===== config.mk =====
export PLATFORM = sky130hd
export DESIGN_NAME = lss_sequencer
export DESIGN_NICKNAME = d
export VERILOG_FILES = /design/src/hw/lss_pkg.sv /design/src/hw/lss_sequencer.sv
export VERILOG_INCLUDE_DIRS = /design/src /design/src/hw
export SDC_FILE = /design/constraint.sdc
export NUM_CORES = 1
export LEC_CHECK = 0
export BUFFER_PORTS_ARGS = -buffer_cell sky130_fd_sc_hd__buf_2
export CAP_MARGIN = 15
export CORE_ASPECT_RATIO = 0.75
export CORE_UTILIZATION = 45
export CTS_CLUSTER_DIAMETER = 60
export DETAILED_ROUTE_END_ITERATION = 7
export PLACE_DENSITY_LB_ADDON = 0.05
export SLEW_MARGIN = 30
export SYNTH_ARGS = -nofsm -noshare
export SYNTH_HDL_FRONTEND = slang
export SYNTH_SLANG_ARGS = --single-unit

===== constraint.sdc =====
create_clock -name clk_sys -period 2 [get_ports clk_sys]
set_input_delay 0.6 -clock clk_sys [delete_from_list [all_inputs] [get_ports clk_sys]]
set_output_delay 0.6 -clock clk_sys [all_outputs]
set_load 0.02 [all_outputs]

===== src/hw/lss_consts.svh =====
// Constants for the LCD supply sequencer: bus offsets, fields and timing
`ifndef LSS_CONSTS_SVH
`define LSS_CONSTS_SVH
`define LSS_CLK_MHZ          250
`define LSS_FILT_NS          63000
`define LSS_FILT_CYC         ((`LSS_FILT_NS * `LSS_CLK_MHZ) / 1000)
`define LSS_OSC_LO_KHZ       650
`define LSS_OSC_HI_KHZ       1300
`define LSS_SW_HALF_LO       ((`LSS_CLK_MHZ * 1000) / (2 * `LSS_OSC_LO_KHZ))
`define LSS_SW_HALF_HI       ((`LSS_CLK_MHZ * 1000) / (2 * `LSS_OSC_HI_KHZ))
`define LSS_OFF_CTRL         4'h0
`define LSS_OFF_STATUS       4'h4
`define LSS_OFF_FAULTS       4'h8
`define LSS_CTRL_RESET       32'h0000_0000
`define LSS_CTRL_FORCE_OFF   0
`define LSS_CTRL_FLT_CLR     1
`endif


===== src/hw/lss_pkg.sv =====
// Types for the LCD supply sequencer
package lss_pkg;
    // Sequencer states, Gray coded along the start-up path
    typedef enum logic [2:0] {
        LSS_OFF    = 3'b000,
        LSS_REG_UP = 3'b001,
        LSS_REF_UP = 3'b011,
        LSS_BUCK   = 3'b010,
        LSS_RUN    = 3'b110,
        LSS_SHUT   = 3'b111,
        LSS_FAULT  = 3'b101
    } lss_state_t;
endpackage


===== src/hw/lss_sequencer.sv =====
// LCD multi-rail supply sequencer with fault supervision
`include "lss_consts.svh"
module lss_sequencer
#(
    parameter int FILT_CYC = `LSS_FILT_CYC
)
(
    // Clock, reset, enable
    input  wire logic        clk_sys,
    input  wire logic        arst_n,
    input  wire logic        clk_en,
    // Avalon-MM slave
    input  wire logic [3:0]  avs_address,
    input  wire logic        avs_read,
    input  wire logic        avs_write,
    input  wire logic [31:0] avs_writedata,
    output logic      [31:0] avs_readdata,
    output logic             avs_waitrequest,
    // Pins and analog comparator flags, asynchronous
    input  wire logic        primary_enable,
    input  wire logic        secondary_enable,
    input  wire logic        panel_mode_input,
    input  wire logic        frequency_select,
    input  wire logic        vin_above_undervoltage_lockout,
    input  wire logic        over_temp,
    input  wire logic        internal_regulator_out_ok,
    input  wire logic        ref_in_range,
    input  wire logic        buck_ok,
    input  wire logic        neg_pump_ok,
    input  wire logic        boost_ok,
    input  wire logic        pos_pump_ok,
    input  wire logic        switch_ok,
    input  wire logic        modulated_gate_output_high,
    input  wire logic        stepdown_softstart_ramp_2v,
    input  wire logic        first_delay_ramp_done,
    input  wire logic        first_delay_ramp_2v,
    input  wire logic        first_delay_pin_open,
    input  wire logic        boost_softstart_ramp_2v,
    input  wire logic        second_delay_ramp_done,
    input  wire logic        second_delay_ramp_2v,
    input  wire logic        second_delay_pin_open,
    // Power stage enables and switching clocks
    output logic             regulator_en,
    output logic             ref_en,
    output logic             buck_en,
    output logic             first_delay_en,
    output logic             neg_pump_en,
    output logic             soft_connect_pin,
    output logic             boost_en,
    output logic             second_delay_en,
    output logic             pos_pump_en,
    output logic             gate_pulse_modulator,
    output logic             sw_clk,
    output logic             pump_clk
);
    import lss_pkg::*;

    localparam int NS = 21;
    localparam int CW = $clog2(FILT_CYC + 1);

    // Elaboration check: the filter needs at least two counts
    generate
        if (FILT_CYC < 2)
        begin
            $error("FILT_CYC too small");
        end
    endgenerate

    typedef struct packed {
        logic [NS-1:0]  s1;
        logic [NS-1:0]  s2;
        lss_state_t     st;
        logic           fault_latch;
        logic [CW-1:0]  filt_cnt;
        logic [9:0]     sw_cnt;
        logic           sw_clk;
        logic           pump_clk;
        logic           gpm_miss;
        logic [1:0]     gpm_misses;
        logic           gpm_fault;
        logic           sw_prev;
        logic [4:0]     flt_seen;
        logic           force_off;
        logic [11:0]    outs;
        logic [31:0]    rdata;
        logic           wait_n;
    } lss_regs_t;

    lss_regs_t cur_reg;
    lss_regs_t cur_next;
    logic      rst_s1_reg;
    logic      rst_n_reg;
    logic [NS-1:0] raw;
    logic [NS-1:0] sy;

    // Reset release synchroniser
    always_ff @(posedge clk_sys or negedge arst_n)
    begin
        if (!arst_n)
        begin
            rst_s1_reg <= 1'b0;
            rst_n_reg  <= 1'b0;
        end
        else
        begin
            rst_s1_reg <= 1'b1;
            rst_n_reg  <= rst_s1_reg;
        end
    end

    assign raw = {primary_enable, secondary_enable, panel_mode_input,
                  frequency_select, vin_above_undervoltage_lockout, over_temp,
                  internal_regulator_out_ok, ref_in_range, buck_ok,
                  neg_pump_ok, boost_ok, pos_pump_ok, switch_ok,
                  modulated_gate_output_high, stepdown_softstart_ramp_2v,
                  first_delay_ramp_done, first_delay_ramp_2v,
                  first_delay_pin_open, boost_softstart_ramp_2v,
                  second_delay_ramp_done, second_delay_ramp_2v};

    // Synchronised views of the inputs, second stage only
    logic en1, en2, pmode, fsel, vin_ok, otemp, reg_ok, ref_ok;
    logic bk_ok, np_ok, bo_ok, pp_ok, sw_ok, gate_hi;
    logic ssb2v, d1done, d1_2v, d1open, ss2v, d2done, d2_2v;
    assign sy = cur_reg.s2;
    assign {en1, en2, pmode, fsel, vin_ok, otemp, reg_ok, ref_ok,
            bk_ok, np_ok, bo_ok, pp_ok, sw_ok, gate_hi, ssb2v, d1done,
            d1_2v, d1open, ss2v, d2done, d2_2v} = sy;

    // Second-delay pin is static strap, synchronised separately
    logic d2open_s1_reg, d2open_reg;
    always_ff @(posedge clk_sys or negedge arst_n)
    begin
        if (!arst_n)
        begin
            d2open_s1_reg <= 1'b0;
            d2open_reg    <= 1'b0;
        end
        else if (clk_en)
        begin
            d2open_s1_reg <= second_delay_pin_open;
            d2open_reg    <= d2open_s1_reg;
        end
    end

    // Switching half-period select
    function automatic logic [9:0] half_period(input logic hi);
        half_period = hi ? 10'(`LSS_SW_HALF_HI) : 10'(`LSS_SW_HALF_LO);
    endfunction

    logic [4:0] fchk, fraw;
    logic       any_fault, thermal_lock, pump_on;
    logic [11:0] o;

    // Next-state logic
    always_comb
    begin
        cur_next    = cur_reg;
        cur_next.s1 = raw;
        cur_next.s2 = cur_reg.s1;
        // Oscillator and pump clock
        if (cur_reg.sw_cnt >= half_period(fsel) - 10'h001)
        begin
            cur_next.sw_cnt = 10'h000;
            cur_next.sw_clk = !cur_reg.sw_clk;
            if (!cur_reg.sw_clk)
                cur_next.pump_clk = !cur_reg.pump_clk;
        end
        else
            cur_next.sw_cnt = cur_reg.sw_cnt + 10'h001;
        // Modulator output checked each oscillator period: a period
        // counts as missed only if the output never reached the rail
        cur_next.sw_prev = cur_reg.sw_clk;
        cur_next.gpm_miss = cur_reg.gpm_miss & !gate_hi;
        if (cur_reg.sw_clk && !cur_reg.sw_prev)
        begin
            cur_next.gpm_miss = 1'b1;
            cur_next.gpm_misses = (cur_reg.gpm_miss & cur_reg.outs[2])
                ? ((cur_reg.gpm_misses == 2'h2) ? 2'h2
                   : cur_reg.gpm_misses + 2'h1) : 2'h0;
        end
        cur_next.gpm_fault = (cur_reg.gpm_misses == 2'h2);
        // Fault flags gated by ramp thresholds
        fraw = {!bk_ok, !np_ok, !(bo_ok & sw_ok),
                !pp_ok | cur_reg.gpm_fault, 1'b0};
        fchk = {ssb2v, d1_2v, ss2v, d2_2v, 1'b0};
        any_fault = |(fraw & fchk) && cur_reg.st == LSS_RUN;
        if (any_fault)
            cur_next.filt_cnt = (cur_reg.filt_cnt == CW'(FILT_CYC))
                ? cur_reg.filt_cnt : cur_reg.filt_cnt + CW'(1);
        else
            cur_next.filt_cnt = '0;
        cur_next.flt_seen = cur_reg.flt_seen | (fraw & fchk);
        thermal_lock = otemp | !vin_ok;
        // Sequencer
        case (cur_reg.st)
            LSS_OFF:
                if (en1 && vin_ok && !cur_reg.force_off)
                    cur_next.st = LSS_REG_UP;
            LSS_REG_UP:
                if (reg_ok)
                    cur_next.st = LSS_REF_UP;
            LSS_REF_UP:
                if (ref_ok)
                    cur_next.st = LSS_BUCK;
            LSS_BUCK, LSS_RUN:
                if (!ref_ok)
                    cur_next.st = LSS_REF_UP;
                else
                    cur_next.st = LSS_RUN;
            LSS_SHUT:
                if (!thermal_lock)
                    cur_next.st = LSS_REF_UP;
            LSS_FAULT:
                if (!reg_ok)
                    cur_next.st = LSS_OFF;
            default:
                cur_next.st = LSS_OFF;
        endcase
        if (cur_reg.st != LSS_OFF && cur_reg.st != LSS_FAULT
            && thermal_lock)
            cur_next.st = LSS_SHUT;
        if (cur_reg.filt_cnt == CW'(FILT_CYC - 1) && any_fault)
            cur_next.st = LSS_FAULT;
        cur_next.fault_latch = (cur_next.st == LSS_FAULT);
        if (!en1 || cur_reg.force_off)
            cur_next.st = LSS_OFF;
        // Output enables
        o = '0;
        o[11] = cur_next.st != LSS_OFF && cur_next.st != LSS_FAULT;
        o[10] = cur_next.st == LSS_REF_UP || cur_next.st == LSS_BUCK
              || cur_next.st == LSS_RUN;
        o[9] = cur_next.st == LSS_RUN;
        o[8] = o[9] & bk_ok;
        o[7] = o[8] & (d1done | d1open);
        pump_on = o[9] & en2 & cur_reg.outs[3];
        o[6] = o[9] & en2 & cur_reg.outs[6] | pump_on
             | o[9] & en2 & bk_ok;
        o[5] = o[6] & cur_reg.outs[6] & sw_ok;
        o[4] = o[5] & bo_ok;
        o[3] = o[4] & (d2done | d2open_reg);
        o[2] = o[3] & pmode & pp_ok;
        cur_next.outs = o;
        // Avalon-MM slave, one wait cycle per access
        cur_next.wait_n = (avs_read | avs_write) & !cur_reg.wait_n;
        if ((avs_read | avs_write) && !cur_reg.wait_n)
        begin
            cur_next.rdata = 32'h0000_0000;
            if (avs_read)
                case (avs_address)
                    `LSS_OFF_CTRL:   cur_next.rdata = {31'h0,
                                                       cur_reg.force_off};
                    `LSS_OFF_STATUS: cur_next.rdata = {16'h0,
                        cur_reg.fault_latch, 1'b0, 1'b0, cur_reg.st,
                        cur_reg.outs[11:2]};
                    `LSS_OFF_FAULTS: cur_next.rdata = {27'h0,
                                                       cur_reg.flt_seen};
                    default:         cur_next.rdata = 32'h0000_0000;
                endcase
        end
        // Writes land on the edge at which waitrequest is seen low
        if (avs_write && cur_reg.wait_n && avs_address == `LSS_OFF_CTRL)
        begin
            cur_next.force_off = avs_writedata[`LSS_CTRL_FORCE_OFF];
            if (avs_writedata[`LSS_CTRL_FLT_CLR])
                cur_next.flt_seen = fraw & fchk;  // set beats clear
        end
    end

    // State register
    always_ff @(posedge clk_sys or negedge arst_n)
    begin
        if (!arst_n)
        begin
            cur_reg       <= '0;
            cur_reg.st    <= LSS_OFF;
        end
        else if (!rst_n_reg)
            cur_reg       <= '0;
        else if (clk_en)
            cur_reg       <= cur_next;
    end

    assign avs_readdata         = cur_reg.rdata;
    assign avs_waitrequest      = !cur_reg.wait_n;
    assign regulator_en         = cur_reg.outs[11];
    assign ref_en               = cur_reg.outs[10];
    assign buck_en              = cur_reg.outs[9];
    assign first_delay_en       = cur_reg.outs[8];
    assign neg_pump_en          = cur_reg.outs[7];
    assign soft_connect_pin     = cur_reg.outs[6];
    assign boost_en             = cur_reg.outs[5];
    assign second_delay_en      = cur_reg.outs[4];
    assign pos_pump_en          = cur_reg.outs[3];
    assign gate_pulse_modulator = cur_reg.outs[2];
    assign sw_clk               = cur_reg.sw_clk;
    assign pump_clk             = cur_reg.pump_clk;

    // Assertions
    chk_buck_needs_ref: assert property (@(posedge clk_sys)
        disable iff (!rst_n_reg) buck_en |-> $past(ref_en))
        else $error("step-down on without reference");
    chk_boost_after_sw: assert property (@(posedge clk_sys)
        disable iff (!rst_n_reg) $rose(boost_en) |-> $past(soft_connect_pin))
        else $error("step-up before soft switch");
    chk_en1_off: assert property (@(posedge clk_sys)
        disable iff (!rst_n_reg) clk_en && !en1 |=> !regulator_en)
        else $error("primary enable low but regulator on");
    chk_gpm_gate: assert property (@(posedge clk_sys)
        disable iff (!rst_n_reg) gate_pulse_modulator |-> pos_pump_en)
        else $error("modulator without positive pump");
    chk_undervoltage_lockout_start: assert property (@(posedge clk_sys)
        disable iff (!rst_n_reg) $rose(regulator_en) |-> $past(vin_ok))
        else $error("start below lockout");
    chk_thermal_off: assert property (@(posedge clk_sys)
        disable iff (!rst_n_reg) clk_en && otemp && en1
        && cur_reg.st == LSS_RUN && !cur_reg.force_off |=> !buck_en)
        else $error("thermal shutdown missed");
    chk_fault_off: assert property (@(posedge clk_sys)
        disable iff (!rst_n_reg) cur_reg.fault_latch |-> !regulator_en)
        else $error("regulator on with fault latch");
    chk_pos_pump: assert property (@(posedge clk_sys)
        disable iff (!rst_n_reg) pos_pump_en |-> second_delay_en)
        else $error("positive pump before second delay");
endmodule


==> impl_metrics.json <==
{
  "vias": 3945,
  "final.min_clock_period_ns": 1.97,
  "core_area_sq_um": 11700,
  "first_iter_violations": 234,
  "gr-usage-all-layers": 0.204,
  "rsz0062_at_grt": "yes",
  "drc": 0,
  "antenna_found_initial": 0,
  "clk_latency_ns": 0.34,
  "fmax_ghz": 0.507,
  "fin_tns_setup_ns": 0,
  "vias_per_cell": 5.20,
  "yosysSeqAreaShare": 0.513,
  "hpwl_microns": 8640,
  "yosys.cell_count.top_type": "dfrtp_1",
  "fin_util": 0.548,
  "fin_worst_skew_ns": 0.00766,
  "worst_hold_slack_ns": 0.0663,
  "synth_top_cell_by_area": "dfrtp_1",
  "initial_core_util": 0.465,
  "drive_gt1_frac": 0.235,
  "row_count": 34,
  "clockBufferDepth": 2,
  "drv_slew": 0,
  "htree_levels": 3,
  "dp_slack_ns": -0.133,
  "cts_root_buf": "clkbuf_16",
  "antenna_cells": 0,
  "post_dp_cell_area_sq_um": 5970,
  "nNetsFinal": 664,
  "fin_area_sq_um": 6380,
  "start_kind": "flip-flop",
  "cts_hold_buf": 0,
  "io_pins": 108,
  "synth.ff_latch_count": 111,
  "stdcell_count": 759,
  "dr.pass1.iters": 4,
  "cts_buffers": 9,
  "required_ns": 2.23,
  "die_area_sq_um": 12500,
  "drv_cap": 0,
  "place_congestion": 0.775,
  "hold_viol_final": 0,
  "status": "finished, final reports clean",
  "setup_viol": 0,
  "totalWireLength_microns": 11700,
  "clk_pin_slew_ns": 0.07,
  "die_height_microns": 97.0,
  "hp-class": "input port to async pin",
  "grt_max_degree": 42,
  "area_growth_pct": 17.8,
  "cts_tree": "yes",
  "io_buffers": 59,
  "setup_ws_ns": 0.0285,
  "largest_register_ffs": 39,
  "ys_warn_count": 0,
  "yosysUniqueCellTypes": 64,
  "avgSynthCellArea_sq_um": 10.5,
  "synth_cells": 515,
  "vdd.ir_drop.worst_uv": 474,
  "synthTopCellsByArea": "dfrtp_1 51%, mux2i_1 8.7%, nor2_1 5.1%",
  "fin_crit_sh": 0.986,
  "worst_pin_slew_ns": 0.542,
  "crit_fanout": 4,
  "clock-sinks": 111,
  "synth-async-reset-ratio": 1.00,
  "dp_cells": 739,
  "synth_edf_count": 0,
  "synth_top_area_frac": 0.513,
  "synth_flop_cell": "dfrtp_1",
  "crit_type": "flip-flop to flip-flop",
  "overflow": 0,
  "syn_area_sq_um": 5420,
  "yosys-top-cells-count": "111 x dfrtp_1, 73 x nor2_1, 47 x mux2i_1",
  "dieWidth_microns": 129,
  "grt_pass1_vias": 3776,
  "pwr_density_cell_nw_per_um2": 733,
  "worst_setup_path_end_kind": "flip-flop",
  "total_power_mw": 4.68,
  "post_drt_wl_per_cell_microns": 15.4,
  "grt_pass1_wl_microns": 19700,
  "arrival_ns": 2.20,
  "leakage_nw": 3.17,
  "slew_headroom": 0.639,
  "postRouteAntennaNets": 0
}
[cells in the final DEF (no fill, tap or decap), types with 3 or more instances in the layout]
| master | instances |
|---|---|
| buf_4 | 43 |
| or3_1 | 4 |
| o21ai_0 | 22 |
| clkbuf_16 | 9 |
| a32o_1 | 5 |
| nand2_1 | 32 |
| and3_1 | 6 |
| dfrtp_1 | 110 |
| o21a_1 | 3 |
| nor4_1 | 4 |
| a21oi_1 | 15 |
| mux2i_1 | 47 |
| nor2b_1 | 8 |
| nand3_1 | 7 |
| inv_1 | 11 |
| and4_1 | 3 |
| xnor2_1 | 4 |
| conb_1 | 19 |
| a211o_1 | 3 |
| xor2_1 | 7 |
| buf_2 | 58 |
| nand2b_1 | 4 |
| a22oi_1 | 4 |
| a22o_1 | 16 |
| nor2_1 | 72 |
| mux2_2 | 3 |
| nand4_1 | 10 |
| a31oi_1 | 3 |
| ha_1 | 8 |
[area by class of cell]
cell class / instances / area, sq um
Sequential cell: 111 / 2780
Timing Repair Buffer: 104 / 664
Clock buffer: 10 / 239
Multi-Input combinational cell: 353 / 2360
Clock inverter: 6 / 90.1
Inverter: 13 / 48.8
Fill cell: 1077 / 5270
Tap cell: 162 / 203
[cell families (layout without fill, tap and decap cells)]
logic type / after synthesis / count (layout) / synth area share
AOI/OAI and AO/OA: 91 / 91 / 0.121
xor gates and xnor gates: 11 / 11 / 0.0178
adders and majority gates: 9 / 9 / 0.0208
buffers and inverters: 68 / 133 / 0.0720
DFF: 111 / 111 / 0.513
muxes: 50 / 50 / 0.0930
other: 2 / 19 / 0.00139
and+or+nand+nor: 173 / 173 / 0.162
[layer usage]
metal	wire length, microns	track usage	share of wire	up-vias
li1	-	-	-	1932
met1	6230	0.314	0.53	1924
met2	4960	0.290	0.42	87
met3	487	0.0426	0.042	2
met4	42	0.0462	0.0036	0
met5	0	0	0	-
[report_power, final]
group / switching, mW / internal, mW / leakage [nW]
Clock: 0.823 / 1.14 / 0.159
Combinational: 0.231 / 0.146 / 1.49
Sequential: 0.0418 / 2.30 / 1.52
[critical path, cell delays in order, from the launching register on]
cell      delay [ns]
dfrtp_1         0.42
ha_4            0.28
and3_4          0.18
a221oi_2        0.07
buf_4           0.15
o21a_1          0.21
buf_6           0.13
and4_1          0.17
a221o_1         0.26
[path summary, 6_finish.rpt]
kind | slack [ns] | depth (start not counted) | end | from
max in group asynchronous | 1.36 | 2 | cur_reg[64]$_DFFE_PN0P_ | arst_n
min in group clk_sys | 0.35 | 0 | rst_n_reg$_DFF_PN0_ | rst_s1_reg$_DFF_PN0_
worst min-delay path | 0.07 | 1 | cur_reg[0]$_DFFE_PN0P_ | arst_n
worst max-delay path | 0.03 | 8 | cur_reg[61]$_DFFE_PN0P_ | cur_reg[64]$_DFFE_PN0P_
worst min register to register | 0.35 | 0 | rst_n_reg$_DFF_PN0_ | rst_s1_reg$_DFF_PN0_
worst max register to register | 0.03 | 8 | cur_reg[61]$_DFFE_PN0P_ | cur_reg[64]$_DFFE_PN0P_
[repair_timing]
item                       4_1_cts  5_1_grt
cloned                           0        0
resized for setup                4        8
pin swaps                        0        5
buffers inserted                 0        4
setup endpoints to repair        5       13
(Power assumes the default switching activity.)
